`config.mk`:
```
export PLATFORM = sky130hd
export DESIGN_NAME = port8_pin_function_mux
export DESIGN_NICKNAME = d
export VERILOG_FILES = /design/src/hw/port8_pin_function_mux_pkg.sv /design/src/hw/port8_pin_function_mux.sv
export VERILOG_INCLUDE_DIRS = /design/src /design/src/hw
export SDC_FILE = /design/constraint.sdc
export NUM_CORES = 1
export LEC_CHECK = 0
export BUFFER_PORTS_ARGS = -buffer_cell sky130_fd_sc_hd__buf_2
export CORE_AREA = 2 2 89 125
export DETAILED_ROUTE_END_ITERATION = 8
export DIE_AREA = 0 0 91 127
export PLACE_DENSITY = 0.82
export SYNTH_ARGS = -nofsm -noshare
export SYNTH_HDL_FRONTEND = slang
export SYNTH_SLANG_ARGS = --single-unit
```
`constraint.sdc`:
```
create_clock -name i_ref_clk -period 3.1 [get_ports i_ref_clk]
set_input_delay 0.62 -clock i_ref_clk [delete_from_list [all_inputs] [get_ports i_ref_clk]]
set_output_delay 0.62 -clock i_ref_clk [all_outputs]
set_load 0.02 [all_outputs]
```
`src/hw/port8_pin_function_mux_consts.svh`:
```
/*
  register indices, reset values and field layout constants for the port-8 pin mux.
  assumes inclusion by bare name; definitions only.
*/
`ifndef PORT8_PIN_FUNCTION_MUX_CONSTS_SVH
`define PORT8_PIN_FUNCTION_MUX_CONSTS_SVH

// register indices, byte address is four times the index
`define FSEL_LO_IDX   16'hF2E2
`define FSEL_HI_IDX   16'hF2E3
`define PDATA_IDX     16'hF2D8
`define PDIR_IDX      16'hF2D9
`define DRV_LO_IDX    16'hF2DA
`define DRV_HI_IDX    16'hF2DB

// reset values
`define FSEL_RST      8'h00
`define PDIR_RST      8'h00
`define DRV_RST       8'h00
`define PDATA_RST     8'h00
`define PRDATA_RST    32'h0000_0000

// pins whose selector code 01 is reserved
`define RSV01_MASK    8'h0C

// pin positions of the alternate functions
`define PIN_I2C_DATA  3'h0
`define PIN_I2C_CLK   3'h1
`define PIN_SS_IN_B   3'h0
`define PIN_SS_CLK_B  3'h1
`define PIN_SS_IN_A   3'h4
`define PIN_SS_CLK_A  3'h5
`define PIN_UB_RX     3'h4
`define PIN_UA_RX     3'h6

// idle levels of peripheral inputs when no pin is routed
`define IDLE_HIGH     1'h1
`define IDLE_LOW      1'h0

`endif

```
`src/hw/port8_pin_function_mux_pkg.sv`:
```
/*
  types shared by the port-8 pin mux.
  assumes nothing of its surroundings.
*/
package port8_pin_function_mux_pkg;

  typedef enum logic [1:0] {
    FN_PORT = 2'h0,
    FN_ALT1 = 2'h1,
    FN_ALT2 = 2'h2,
    FN_RSV  = 2'h3
  } pin_function_t;

  typedef enum logic [1:0] {
    DRV_HIZ  = 2'h0,
    DRV_POD  = 2'h1,
    DRV_NOD  = 2'h2,
    DRV_CMOS = 2'h3
  } drive_mode_t;

  typedef struct packed {
    logic oe;
    logic out;
    logic pull_up;
    logic pull_down;
  } pin_drive_t;

endpackage : port8_pin_function_mux_pkg

```
`src/hw/port8_pin_function_mux.sv`:
```
/*
  eight-pin port with per-pin function mux, direction, drive mode and data, APB slave.
  assumes a synchronous APB master on i_ref_clk, pads resolving out/oe/pulls outside,
  and pin inputs that are asynchronous to i_ref_clk.
// Operation
// - two r/w selector registers; bit n of both forms pin n's 2-bit selector
// - pin 7: 00 port, 01 uart a transmit, 10 pwm a, 11 reserved
// - pin 6: 00 port, 01 uart a receive, 10 serial data out, 11 reserved
// - pin 5: 00 port, 01 uart b transmit, 10 serial clock, 11 reserved
// - pin 4: 00 port, 01 uart b receive, 10 serial data in, 11 reserved
// - pin 3: 00 port, 10 pwm b, 01 and 11 reserved
// - pin 2: 00 port, 10 serial data out, 01 and 11 reserved
// - pin 1: 00 port, 01 i2c clock, 10 serial clock, 11 reserved
// - pin 0: 00 port, 01 i2c data, 10 serial data in, 11 reserved
// - both selector registers reset to zero, port function everywhere
// - reserved code, output, hi-z or p open drain: pin stays hi-z
// - reserved code, output, n open drain or cmos: pin driven low
// - each pin has its own direction bit
// - direction 0 means output, 1 means input
// - output: drive code picks hi-z, p open drain, n open drain or cmos
// - input: drive code picks hi-z, pull-down or pull-up
// - codes 00 hi-z, 01 pod/pull-down, 10 nod/pull-up, 11 cmos/hi-z input
// - reset leaves every pin in hi-z output mode
// - output with port function drives data register bit
// - input mode: data register read returns pin level
*/
`include "port8_pin_function_mux_consts.svh"

module port8_pin_function_mux
  import port8_pin_function_mux_pkg::*;
#(
  parameter int ADDR_W = 32,
  parameter int PINS   = 8
) (
  input  wire logic              i_ref_clk,
  input  wire logic              i_rst,
  input  wire logic              i_psel,
  input  wire logic              i_penable,
  input  wire logic              i_pwrite,
  input  wire logic [ADDR_W-1:0] i_paddr,
  input  wire logic [31:0]       i_pwdata,
  input  wire logic [3:0]        i_pstrb,
  output logic                   o_pready,
  output logic      [31:0]       o_prdata,
  output logic                   o_pslverr,
  input  wire logic [PINS-1:0]   i_pin_in,
  output logic      [PINS-1:0]   o_pin_out,
  output logic      [PINS-1:0]   o_pin_oe,
  output logic      [PINS-1:0]   o_pin_pull_up,
  output logic      [PINS-1:0]   o_pin_pull_down,
  input  wire logic              i_uart_a_transmit,
  input  wire logic              i_uart_b_transmit,
  input  wire logic              i_pwm_a_output,
  input  wire logic              i_pwm_b_output,
  input  wire logic              i_sync_serial_data_out,
  input  wire logic              i_sync_serial_clock_out,
  input  wire logic              i_i2c_clock_out,
  input  wire logic              i_i2c_data_out,
  output logic                   o_uart_a_receive,
  output logic                   o_uart_b_receive,
  output logic                   o_sync_serial_data_in,
  output logic                   o_sync_serial_clock_in,
  output logic                   o_i2c_clock_in,
  output logic                   o_i2c_data_in
);

  logic [7:0]      fsel_lo_ff;
  logic [7:0]      fsel_hi_ff;
  logic [7:0]      pdir_ff;
  logic [7:0]      drv_lo_ff;
  logic [7:0]      drv_hi_ff;
  logic [7:0]      pdata_ff;
  logic            pready_ff;
  logic [31:0]     prdata_ff;
  logic            pslverr_ff;
  logic [7:0]      pin_meta_ff;
  logic [7:0]      pin_sync_ff;
  logic [7:0]      pin_out_ff;
  logic [7:0]      pin_oe_ff;
  logic [7:0]      pin_pu_ff;
  logic [7:0]      pin_pd_ff;
  logic            ua_rx_ff;
  logic            ub_rx_ff;
  logic            ss_in_ff;
  logic            ss_clk_ff;
  logic            i2c_clk_ff;
  logic            i2c_dat_ff;
  logic [7:0]      nxt_pin_out;
  logic [7:0]      nxt_pin_oe;
  logic [7:0]      nxt_pin_pu;
  logic [7:0]      nxt_pin_pd;
  logic [7:0]      alt1_val;
  logic [7:0]      alt2_val;
  logic [31:0]     nxt_prdata;
  logic            nxt_hit;
  logic            access;
  logic            done;
  logic            wr_en;
  pin_function_t   fsel [8];

  // word decode of one register index
  function automatic logic word_hit(input logic [ADDR_W-1:0] a, input logic [15:0] idx);
    return a == ADDR_W'({idx, 2'b00});
  endfunction : word_hit

  // reserved selector codes per pin
  function automatic logic is_reserved(input int pin, input pin_function_t f);
    logic [7:0] m;
    m = `RSV01_MASK;
    return (f == FN_RSV) || (f == FN_ALT1 && m[pin]);
  endfunction : is_reserved

  // pad control from direction, drive code, reserved flag and value
  function automatic pin_drive_t drive_of(input logic dir_in, input drive_mode_t m,
                                          input logic rsv, input logic v);
    pin_drive_t d;
    d = '{oe: 1'b0, out: 1'b0, pull_up: 1'b0, pull_down: 1'b0};
    if (dir_in) begin
      d.pull_down = (m == DRV_POD);
      d.pull_up   = (m == DRV_NOD);
    end else if (rsv) begin
      d.oe  = (m == DRV_NOD) || (m == DRV_CMOS);
      d.out = 1'b0;
    end else begin
      case (m)
        DRV_POD: begin
          d.oe  = v;
          d.out = 1'b1;
        end
        DRV_NOD: begin
          d.oe  = ~v;
          d.out = 1'b0;
        end
        DRV_CMOS: begin
          d.oe  = 1'b1;
          d.out = v;
        end
        default: begin
          d.oe  = 1'b0;
          d.out = 1'b0;
        end
      endcase
    end
    return d;
  endfunction : drive_of

  // apb handshake: answer one cycle after the access phase opens
  assign access = i_psel & i_penable;
  assign done   = access & pready_ff;
  assign wr_en  = done & i_pwrite & ~pslverr_ff & i_pstrb[0];

  always_ff @(posedge i_ref_clk) begin
    if (i_rst) begin
      pready_ff <= 1'b0;
    end else begin
      pready_ff <= access & ~pready_ff;
    end
  end

  // read mux and decode
  always_comb begin
    nxt_prdata = `PRDATA_RST;
    nxt_hit    = 1'b1;
    if (word_hit(i_paddr, `FSEL_LO_IDX)) begin
      nxt_prdata[7:0] = fsel_lo_ff;
    end else if (word_hit(i_paddr, `FSEL_HI_IDX)) begin
      nxt_prdata[7:0] = fsel_hi_ff;
    end else if (word_hit(i_paddr, `PDATA_IDX)) begin
      nxt_prdata[7:0] = (pdir_ff & pin_sync_ff) | (~pdir_ff & pdata_ff);
    end else if (word_hit(i_paddr, `PDIR_IDX)) begin
      nxt_prdata[7:0] = pdir_ff;
    end else if (word_hit(i_paddr, `DRV_LO_IDX)) begin
      nxt_prdata[7:0] = drv_lo_ff;
    end else if (word_hit(i_paddr, `DRV_HI_IDX)) begin
      nxt_prdata[7:0] = drv_hi_ff;
    end else begin
      nxt_hit = 1'b0;
    end
  end

  always_ff @(posedge i_ref_clk) begin
    if (i_rst) begin
      prdata_ff  <= `PRDATA_RST;
      pslverr_ff <= 1'b0;
    end else if (access & ~pready_ff) begin
      prdata_ff  <= i_pwrite ? `PRDATA_RST : nxt_prdata;
      pslverr_ff <= ~nxt_hit;
    end
  end

  // register writes take effect at the completing edge
  always_ff @(posedge i_ref_clk) begin
    if (i_rst) begin
      fsel_lo_ff <= `FSEL_RST;
      fsel_hi_ff <= `FSEL_RST;
    end else if (wr_en && word_hit(i_paddr, `FSEL_LO_IDX)) begin
      fsel_lo_ff <= i_pwdata[7:0];
    end else if (wr_en && word_hit(i_paddr, `FSEL_HI_IDX)) begin
      fsel_hi_ff <= i_pwdata[7:0];
    end
  end

  always_ff @(posedge i_ref_clk) begin
    if (i_rst) begin
      pdir_ff   <= `PDIR_RST;
      drv_lo_ff <= `DRV_RST;
      drv_hi_ff <= `DRV_RST;
      pdata_ff  <= `PDATA_RST;
    end else if (wr_en && word_hit(i_paddr, `PDIR_IDX)) begin
      pdir_ff <= i_pwdata[7:0];
    end else if (wr_en && word_hit(i_paddr, `DRV_LO_IDX)) begin
      drv_lo_ff <= i_pwdata[7:0];
    end else if (wr_en && word_hit(i_paddr, `DRV_HI_IDX)) begin
      drv_hi_ff <= i_pwdata[7:0];
    end else if (wr_en && word_hit(i_paddr, `PDATA_IDX)) begin
      pdata_ff <= i_pwdata[7:0];
    end
  end

  // pin input synchroniser
  always_ff @(posedge i_ref_clk) begin
    if (i_rst) begin
      pin_meta_ff <= 8'h00;
      pin_sync_ff <= 8'h00;
    end else begin
      pin_meta_ff <= i_pin_in;
      pin_sync_ff <= pin_meta_ff;
    end
  end

  // alternate output sources per pin
  always_comb begin
    alt1_val = {i_uart_a_transmit, pdata_ff[6], i_uart_b_transmit, pdata_ff[4],
                pdata_ff[3], pdata_ff[2], i_i2c_clock_out, i_i2c_data_out};
    alt2_val = {i_pwm_a_output, i_sync_serial_data_out, i_sync_serial_clock_out,
                pdata_ff[4], i_pwm_b_output, i_sync_serial_data_out,
                i_sync_serial_clock_out, pdata_ff[0]};
  end

  always_comb begin
    pin_drive_t d;
    logic       v;
    d           = '{oe: 1'b0, out: 1'b0, pull_up: 1'b0, pull_down: 1'b0};
    v           = 1'b0;
    nxt_pin_out = 8'h00;
    nxt_pin_oe  = 8'h00;
    nxt_pin_pu  = 8'h00;
    nxt_pin_pd  = 8'h00;
    for (int i = 0; i < 8; i++) begin
      fsel[i] = pin_function_t'({fsel_hi_ff[i], fsel_lo_ff[i]});
      case (fsel[i])
        FN_ALT1: v = alt1_val[i];
        FN_ALT2: v = alt2_val[i];
        default: v = pdata_ff[i];
      endcase
      d = drive_of(pdir_ff[i], drive_mode_t'({drv_hi_ff[i], drv_lo_ff[i]}),
                   is_reserved(i, fsel[i]), v);
      nxt_pin_out[i] = d.out;
      nxt_pin_oe[i]  = d.oe;
      nxt_pin_pu[i]  = d.pull_up;
      nxt_pin_pd[i]  = d.pull_down;
    end
  end

  always_ff @(posedge i_ref_clk) begin
    if (i_rst) begin
      pin_out_ff <= 8'h00;
      pin_oe_ff  <= 8'h00;
      pin_pu_ff  <= 8'h00;
      pin_pd_ff  <= 8'h00;
    end else begin
      pin_out_ff <= nxt_pin_out;
      pin_oe_ff  <= nxt_pin_oe;
      pin_pu_ff  <= nxt_pin_pu;
      pin_pd_ff  <= nxt_pin_pd;
    end
  end

  // pin levels routed to peripherals, idle level when not selected
  always_ff @(posedge i_ref_clk) begin
    if (i_rst) begin
      ua_rx_ff   <= `IDLE_HIGH;
      ub_rx_ff   <= `IDLE_HIGH;
      ss_in_ff   <= `IDLE_LOW;
      ss_clk_ff  <= `IDLE_HIGH;
      i2c_clk_ff <= `IDLE_HIGH;
      i2c_dat_ff <= `IDLE_HIGH;
    end else begin
      ua_rx_ff   <= (fsel[`PIN_UA_RX] == FN_ALT1) ? pin_sync_ff[`PIN_UA_RX] : `IDLE_HIGH;
      ub_rx_ff   <= (fsel[`PIN_UB_RX] == FN_ALT1) ? pin_sync_ff[`PIN_UB_RX] : `IDLE_HIGH;
      ss_in_ff   <= (fsel[`PIN_SS_IN_A] == FN_ALT2) ? pin_sync_ff[`PIN_SS_IN_A] :
                    (fsel[`PIN_SS_IN_B] == FN_ALT2) ? pin_sync_ff[`PIN_SS_IN_B] :
                    `IDLE_LOW;
      ss_clk_ff  <= (fsel[`PIN_SS_CLK_A] == FN_ALT2) ? pin_sync_ff[`PIN_SS_CLK_A] :
                    (fsel[`PIN_SS_CLK_B] == FN_ALT2) ? pin_sync_ff[`PIN_SS_CLK_B] :
                    `IDLE_HIGH;
      i2c_clk_ff <= (fsel[`PIN_I2C_CLK] == FN_ALT1) ? pin_sync_ff[`PIN_I2C_CLK] :
                    `IDLE_HIGH;
      i2c_dat_ff <= (fsel[`PIN_I2C_DATA] == FN_ALT1) ? pin_sync_ff[`PIN_I2C_DATA] :
                    `IDLE_HIGH;
    end
  end

  assign o_pready               = pready_ff;
  assign o_prdata               = prdata_ff;
  assign o_pslverr              = pslverr_ff;
  assign o_pin_out              = pin_out_ff;
  assign o_pin_oe               = pin_oe_ff;
  assign o_pin_pull_up          = pin_pu_ff;
  assign o_pin_pull_down        = pin_pd_ff;
  assign o_uart_a_receive       = ua_rx_ff;
  assign o_uart_b_receive       = ub_rx_ff;
  assign o_sync_serial_data_in  = ss_in_ff;
  assign o_sync_serial_clock_in = ss_clk_ff;
  assign o_i2c_clock_in         = i2c_clk_ff;
  assign o_i2c_data_in          = i2c_dat_ff;

  generate
    for (genvar p = 0; p < 8; p++) begin : g_pin_chk

    end
  endgenerate
endmodule : port8_pin_function_mux

```
# After elaboration in Yosys (flattened, before gate mapping)
# Cells that the tools add are included.
# word_totals
mem_count	0
output_inout_bits	72
latchBits	0
ff_bits	136
word_cells	228
ramBits	0
rom_bits	0
in_bits	89
# op_classes
n_addsub	0
magnitude_cmp	0
muxes	40
eq_ne	54
mul	0
n_bitwise	37
n_reduce_logical	48
n_div	0
shift	0
# ops
cell	n
$eq 32x18->1 const B	6
$eq 2x2->1 const B	32
$mux 8	7
$pmux 2 s3	8
$reduce_or 2->1	20
$eq 2x1->1 const B	16
$not 1->1	27
$reduce_or 3->1	8
$and 8x8->8	2
$mux 2	8
$mux 1	14
$logic_or 1x1->1	10
$not 8->8	1
$or 8x8->8	1
$and 1x1->1	6
$logic_and 1x1->1	6
$pmux 1 s2	3
$reduce_and 2->1	2
$reduce_and 4->1	1
$reduce_and 3->1	1

# Depth between registers and ports, before layout
# Gate-level depths: netlist (run 1).
# depth
depth_word	8
ltp_mapped	6
ltp_nobuf	6

# Worst setup path before layout (run 1)
# Ideal clock, no wire load.
# synth_path
path_kind	input port to flip-flop
from	in i_paddr[20]
to	reg drv_lo_ff[1]
n_path_buf	0
arrival_time_ps	2295
setup_slack_ps	681
t_required_ps	2976
setup_ps	124
path_stages	4
cell_sequence	or4_4 -> nor4_4 -> nand4_4 -> mux2i_1
# synth_via
elab_chain_len	4
elab_cells_between_ends	6
classes_between	eq/ne (2); bitwise (1); reduce/logical (3)
# synth_rtl
item	line	rtl
start, declared	port8_pin_function_mux.sv:40	input wire logic [ADDR_W-1:0] i_paddr,
$eq 32x18->1	port8_pin_function_mux.sv:103	return a == ADDR_W'({idx, 2'b00});
$logic_and 1x1->1	port8_pin_function_mux.sv:209	end else if (wr_en && word_hit(i_paddr, `PDIR_IDX)) begin
$not 1->1 (no line)	n/a	
$reduce_and 2->1 (no line) (*)	n/a	
end signal, assigned	port8_pin_function_mux.sv:206	drv_lo_ff <= `DRV_RST;
end signal, assigned	port8_pin_function_mux.sv:212	drv_lo_ff <= i_pwdata[7:0];
end, declared	port8_pin_function_mux.sv:70	logic [7:0] drv_lo_ff;
# Every way passes the cells marked *; elsewhere a longest branch is shown, timed or not.
# A chain may end at the register's enable or synchronous reset.

# Worst setup path after layout (run 1)
# layout_path
from	in i_paddr[20]
to	reg pdir_ff[2]
# layout_via
elab_chain_len	2
# layout_rtl
item	line	rtl
$eq 32x18->1	port8_pin_function_mux.sv:103	
$logic_and 1x1->1	port8_pin_function_mux.sv:209	
end signal, assigned	port8_pin_function_mux.sv:205	pdir_ff <= `PDIR_RST;
end signal, assigned	port8_pin_function_mux.sv:210	pdir_ff <= i_pwdata[7:0];
end, declared	port8_pin_function_mux.sv:69	logic [7:0] pdir_ff;
# No other way between the ends.

==> results_dict.tcl, run 1 <==
set metrics [dict create \
    grt_pass1_vias 4060 \
    ys_top_cells_by_area "dfxtp_1 43%, mux2i_1 12%, nand2b_1 7.0%" \
    design.die.area_um2 11600 \
    multi_input_area_um2 2680 \
    layout_commonest_cell "dfxtp_1" \
    ctsResizeCount 0 \
    vdd_drop_max_v 0.000262 \
    async_flop_share 0 \
    cp_cell_sequence "buf_2, or4_4, nor4_4, buf_4, nand4_4, mux2i_1" \
    finClkSkew_ns 0.00705 \
    nNetsFinal 718 \
    synthSimpleGateAreaFrac 0.250 \
    tns_ns 0 \
    die_w_um 91 \
    clk_path_buf_depth 2 \
    synth_xor_area_frac 0 \
    io_buffer_count 109 \
    synth_cell_types 55 \
    wl_met3_um 860 \
    p_leak_nw 2.77 \
    synth_mux_area_frac 0.138 \
    cp.arrival_ns 2.39 \
    seq_area_frac_synth 0.435 \
    worstMarginPinSlew_ns 0.668 \
    r2r_start "o_pslverr$_SDFFE_PP0P_" \
    clkTransAtPathRegs_ns 0.07 \
    antennaDiodeCount 0 \
    hold_violations 0 \
    antenna_found_initial 0 \
    post-cts-setup-buffers 0 \
    synthCells 510 \
    setup_viol 0 \
    fin_crit_ns 2.12 \
    fin_area_um2 6070 \
    avgSynthCellArea_um2 10.1 \
    place_hpwl_um 8750 \
    ys_seq_elements 112 \
    cts-root-buf "clkbuf_16" \
    rrSetupSlack_ns 1.33 \
    ctsHoldBuffers 0 \
    tritoncts "built" \
    cp-start-kind "primary input" \
    routed.top_layer "met4" \
    initial_core_util 0.499 \
    dr.pass1.iters 5 \
    yosysTopAreaCell "dfxtp_1" \
    grt_start_max_net_pins 98 \
    syn_to_final_growth_pct 17.7 \
    gr-total-overflow 0 \
    fp-row-count 44 \
    core_um2 10300 \
    cts_buffers 9 \
    num_io_pins 161 \
    slowest_stage "or4_4" \
    yosysWarningCount 0 \
    layoutNonFillerInstCount 763 \
    mostFrequentLayoutCells "112 x dfxtp_1, 109 x buf_2, 61 x mux2i_1" \
    grt_pass1_wl_um 19800 \
    h-tree-depth 3 \
    fillers 895 \
    cp_slowest_stage_delay_ns 0.56 \
    worstPathMaxFanout 8 \
    yosys.area.top_type_share 0.435 \
    drt-vias-per-instance 5.39 \
    required_ns 3.37 \
    drt-initial-drc-count 303 \
    final_util 0.587 \
    cap_violations 0 \
    synth_area_um2 5160 \
    relSlewSlack 0.551 \
    drc 0 \
    finalWirelength_um 12200 \
    grt_setup_unrepaired "false" \
    synth-edff-count 0 \
    regArea_um2 2240 \
    fin_ws_ns 0.979 \
    die_h_um 127 \
    endpoint_kind "register" \
    wire_per_inst_um 16.0 \
    timing.hold.ws_ns 0.442 \
    finalPower_mw 2.68 \
    max_freq_mhz 471 \
    drive_gt1_frac 0.253 \
    dp_slack_ns 0.645 \
    dp_cells 747 \
    reg2regPathDepth 5 \
    antenna_left 0 \
    synthAdderAreaFrac 0.0218 \
    wl_met1_um 4880 \
    synth_compound_area_frac 0.0917 \
    path_class "primary input to register" \
    dpl_cell_area_um2 5800 \
    reg2reg_to "pdir_ff[2]$_SDFFE_PP0P_" \
    synth_ff_type "dfxtp_1" \
    insertion_delay_ns 0.35 \
    hold_class "register to register" \
    routabilityCongestion 0.859 \
    power.density_nw_per_um2 441 \
    numClockSinks 112 \
    num_vias 4110 \
    final-max-slew-violation-count 0 \
    wl_met2_um 6120 \
    period_share 0.684 \
    cp-startpoint "i_paddr[20]" \
    synth_top_family_by_area "simple AND/OR/NAND/NOR gates" \
    status "complete, no violations" \
    crit_end "pdir_ff[2]$_SDFFE_PP0P_" \
    grt_usage 0.214 \
]
per-layer routing:
metal | global-route usage | vias up
met3 | 0.0395 | 26
met4 | 0.0936 | 0
met1 | 0.249 | 1918
met5 | 0 | -
li1 | - | 1996
met2 | 0.381 | 170
critical path, delay by kind of cell:
kind,cells,cell delay [ns]
buf+inv,2,0.36
mux,1,0.26
simple gates,3,1.13
synth_stat cells, types with 2 or more instances:
cell type	number
clkbuf_1	18
or4_1	3
a21oi_1	11
nor3_1	15
a22o_1	5
a211oi_1	6
and4_1	2
a222oi_1	2
mux2_2	9
nand2_1	17
nand3_1	5
a41oi_1	3
buf_4	24
or4b_2	5
nor4_1	6
nor4bb_1	5
nor3b_1	16
nand4b_1	2
nand2b_1	58
nor4b_1	2
o21ai_0	8
a22oi_1	8
a221oi_1	3
inv_1	19
nor2b_1	24
o31ai_1	7
nand4_4	3
or3_1	2
nand3b_1	4
a32oi_1	2
nor2_1	5
nand3_4	3
mux2i_1	61
dfxtp_1	112
o21ai_1	5
ha_1	9
a21o_1	3
report_power, final:
group,switching (mW),internal [mW]
combinational,0.102,0.0655
sequential,0.00463,1.45
clock,0.492,0.566
layout make-up:
cell class,instances,share of cell area
clock buffer,13,0.0412
clock inverter,3,0.00289
inverter,19,0.0117
multi-input combinational,358,0.441
sequential,112,0.369
tap,138,0.0284
timing repair buffer,120,0.106
cells by family (layout without fill, tap and decap cells):
| logic type | count (synthesis) | count (layout) |
|---|---|---|
| simple gates | 187 | 187 |
| flops | 112 | 112 |
| mux | 70 | 70 |
| compound gates | 68 | 68 |
| buf+inv | 63 | 155 |
| fa+ha+maj | 9 | 9 |
| other cells | 1 | 24 |
sequential cells by signal, indices dropped and copies added (netlist names):
signal                  flops
pdir_ff                     8
drv_hi_ff                   8
fsel_hi_ff                  8
o_prdata                    8
o_pready                    1
o_sync_serial_clock_in      1
o_i2c_clock_in              1
o_pslverr                   1
o_pin_pull_down             8
o_sync_serial_data_in       1
o_uart_b_receive            1
pin_sync_ff                 8
o_pin_out                   8
pin_meta_ff                 8
fsel_lo_ff                  8
drv_lo_ff                   8
o_i2c_data_in               1
o_pin_oe                    8
o_pin_pull_up               8
pdata_ff                    8
o_uart_a_receive            1
worst min path at each step:
| stage | from | endpoint | slack [ns] | depth (start not counted) |
|---|---|---|---|---|
| after floorplan | pin_meta_ff[0]$_SDFF_PP0_ | pin_sync_ff[0]$_SDFF_PP0_ | 0.41 | 1 |
| after global placement | pin_meta_ff[3]$_SDFF_PP0_ | pin_sync_ff[3]$_SDFF_PP0_ | 0.42 | 1 |
| after detailed placement | pin_meta_ff[1]$_SDFF_PP0_ | pin_sync_ff[1]$_SDFF_PP0_ | 0.43 | 1 |
| after CTS | pin_meta_ff[6]$_SDFF_PP0_ | pin_sync_ff[6]$_SDFF_PP0_ | 0.45 | 1 |
| after global routing | pin_meta_ff[4]$_SDFF_PP0_ | pin_sync_ff[4]$_SDFF_PP0_ | 0.46 | 1 |
| final | pin_meta_ff[4]$_SDFF_PP0_ | pin_sync_ff[4]$_SDFF_PP0_ | 0.44 | 1 |
(Power assumes the default switching activity.)
==> inputs of run 2 (changes only) <==
--- a/config.mk
+++ b/config.mk
@@ -7,10 +7,10 @@
 export NUM_CORES = 1
 export LEC_CHECK = 0
 export BUFFER_PORTS_ARGS = -buffer_cell sky130_fd_sc_hd__buf_2
-export CORE_AREA = 2 2 89 125
+export CORE_AREA = 2 2 93 131
 export DETAILED_ROUTE_END_ITERATION = 8
-export DIE_AREA = 0 0 91 127
-export PLACE_DENSITY = 0.82
+export DIE_AREA = 0 0 95 133
+export PLACE_DENSITY = 0.78
 export SYNTH_ARGS = -nofsm -noshare
 export SYNTH_HDL_FRONTEND = slang
 export SYNTH_SLANG_ARGS = --single-unit
==> constraint.sdc (replaced) <==
create_clock -name i_ref_clk -period 1.7 [get_ports i_ref_clk]
set_input_delay 0.34 -clock i_ref_clk [delete_from_list [all_inputs] [get_ports i_ref_clk]]
set_output_delay 0.34 -clock i_ref_clk [all_outputs]
set_load 0.02 [all_outputs]
==> results_dict.tcl, run 2 (same netlist as run 1, synthesis figures left out) <==
set metrics [dict create \
    status "complete, no violations" \
    io_buffer_count 109 \
    numClockSinks 112 \
    gr-total-overflow 0 \
    hold_class "primary input to register" \
    core_um2 11600 \
    final-max-slew-violation-count 0 \
    antenna_left 0 \
    finClkSkew_ns 0.00919 \
    endpoint_kind "register" \
    place_hpwl_um 10000 \
    min_from "i_pin_in[6]" \
    cts-root-buf "clkbuf_16" \
    drt-initial-drc-count 266 \
    clk_path_buf_depth 2 \
    finalPower_mw 5.19 \
    cp-startpoint "i_paddr[26]" \
    grt_pass1_vias 4405 \
    final_util 0.559 \
    cp.arrival_ns 1.95 \
    cts_buffers 9 \
    max_freq_mhz 598 \
    drc 0 \
    fin_crit_ns 1.67 \
    antennaDiodeCount 0 \
    grt_setup_unrepaired "true" \
    grt_start_max_net_pins 46 \
    dp_cells 791 \
    period_share 0.983 \
    cp_cell_sequence "buf_6, or4_4, nor4_4, buf_12, nand3_4, mux2i_1" \
    syn_to_final_growth_pct 25.6 \
    r2r_start "fsel_lo_ff[1]$_SDFFE_PP0P_" \
    fp-row-count 47 \
    post-cts-setup-buffers 0 \
    fin_ws_ns 0.0286 \
    dp_slack_ns -0.385 \
    drive_gt1_frac 0.303 \
    die_w_um 95 \
    layout_commonest_cell "dfxtp_1" \
    wire_per_inst_um 16.5 \
    mostFrequentLayoutCells "112 x dfxtp_1, 108 x buf_2, 61 x mux2i_1" \
    cp_slowest_stage_delay_ns 0.57 \
    setup_viol 0 \
    hold_violations 0 \
    num_vias 4300 \
    grt_pass1_wl_um 21000 \
    fin_area_um2 6480 \
    slowest_stage "or4_4" \
    num_io_pins 161 \
    power.density_nw_per_um2 801 \
    drt-vias-per-instance 5.33 \
    cp-start-kind "primary input" \
    vdd_drop_max_v 0.000426 \
    initial_core_util 0.445 \
    nNetsFinal 753 \
    layoutNonFillerInstCount 807 \
    cap_violations 0 \
    clkTransAtPathRegs_ns 0.07 \
    tritoncts "built" \
    p_leak_nw 3.00 \
    h-tree-depth 3 \
    dr.pass1.iters 4 \
    routabilityCongestion 0.905 \
    die_h_um 133 \
    design.die.area_um2 12600 \
    grt_usage 0.212 \
    required_ns 1.97 \
    insertion_delay_ns 0.36 \
    path_class "primary input to register" \
    worstPathMaxFanout 8 \
    dpl_cell_area_um2 6140 \
    finalWirelength_um 13300 \
    ctsHoldBuffers 0 \
    antenna_found_initial 0 \
]
[run 2: layout make-up]
cell class                 count  area [µm²]
sequential                   112        2240
clock inverter                 6        72.6
tap                          147         184
clock buffer                  10         239
timing repair buffer         155         980
multi-input combinational    358        2690
fill                         999        5100
inverter                      19        71.3
[run 2: critical path, delay by kind of cell]
kind                   cells  cell delay [ns]
muxes                      1             0.25
and+or+nand+nor            3             1.08
buffers and inverters      2             0.27
[run 2: path summary, 6_finish.rpt]
path	slack, ns	endpoint	cells past startpoint
worst max-delay path	0.03	drv_hi_ff[1]$_SDFFE_PP0P_	6
worst min-delay path	0.19	pin_meta_ff[6]$_SDFF_PP0_	2
worst max register to register	0.06	o_pin_oe[1]$_SDFF_PP0_	6
worst min register to register	0.44	pin_sync_ff[3]$_SDFF_PP0_	1
[run 2: power breakdown]
part           switching (mW)  leakage (nW)  internal (mW)
Combinational           0.198          1.94          0.157
Clock                   0.982         0.156           1.21
Sequential            0.00889         0.906           2.64
[run 2: stage by stage]
step / setup TNS, ns / hold WS [ns]
2_1_floorplan: -21.78 / 0.414
3_3_place_gp: -16.20 / 0.420
3_5_place_dp: -17.33 / 0.420
4_1_cts: 0 / 0.184
5_1_grt: -0.0943 / 0.207
6_report: 0 / 0.190
[run 2: metal layers]
metal,GRT usage,routed length (µm),vias up
met5,0,0,-
met4,0.0934,395,0
met3,0.0325,693,29
met2,0.386,7090,142
met1,0.239,5130,2057
li1,-,-,2072
[run 2: timing repair]
| item | 4_1_cts | 5_1_grt |
|---|---|---|
| pin swaps | 0 | 3 |
| resized for setup | 1 | 6 |
| setup endpoints to repair | 2 | 18 |
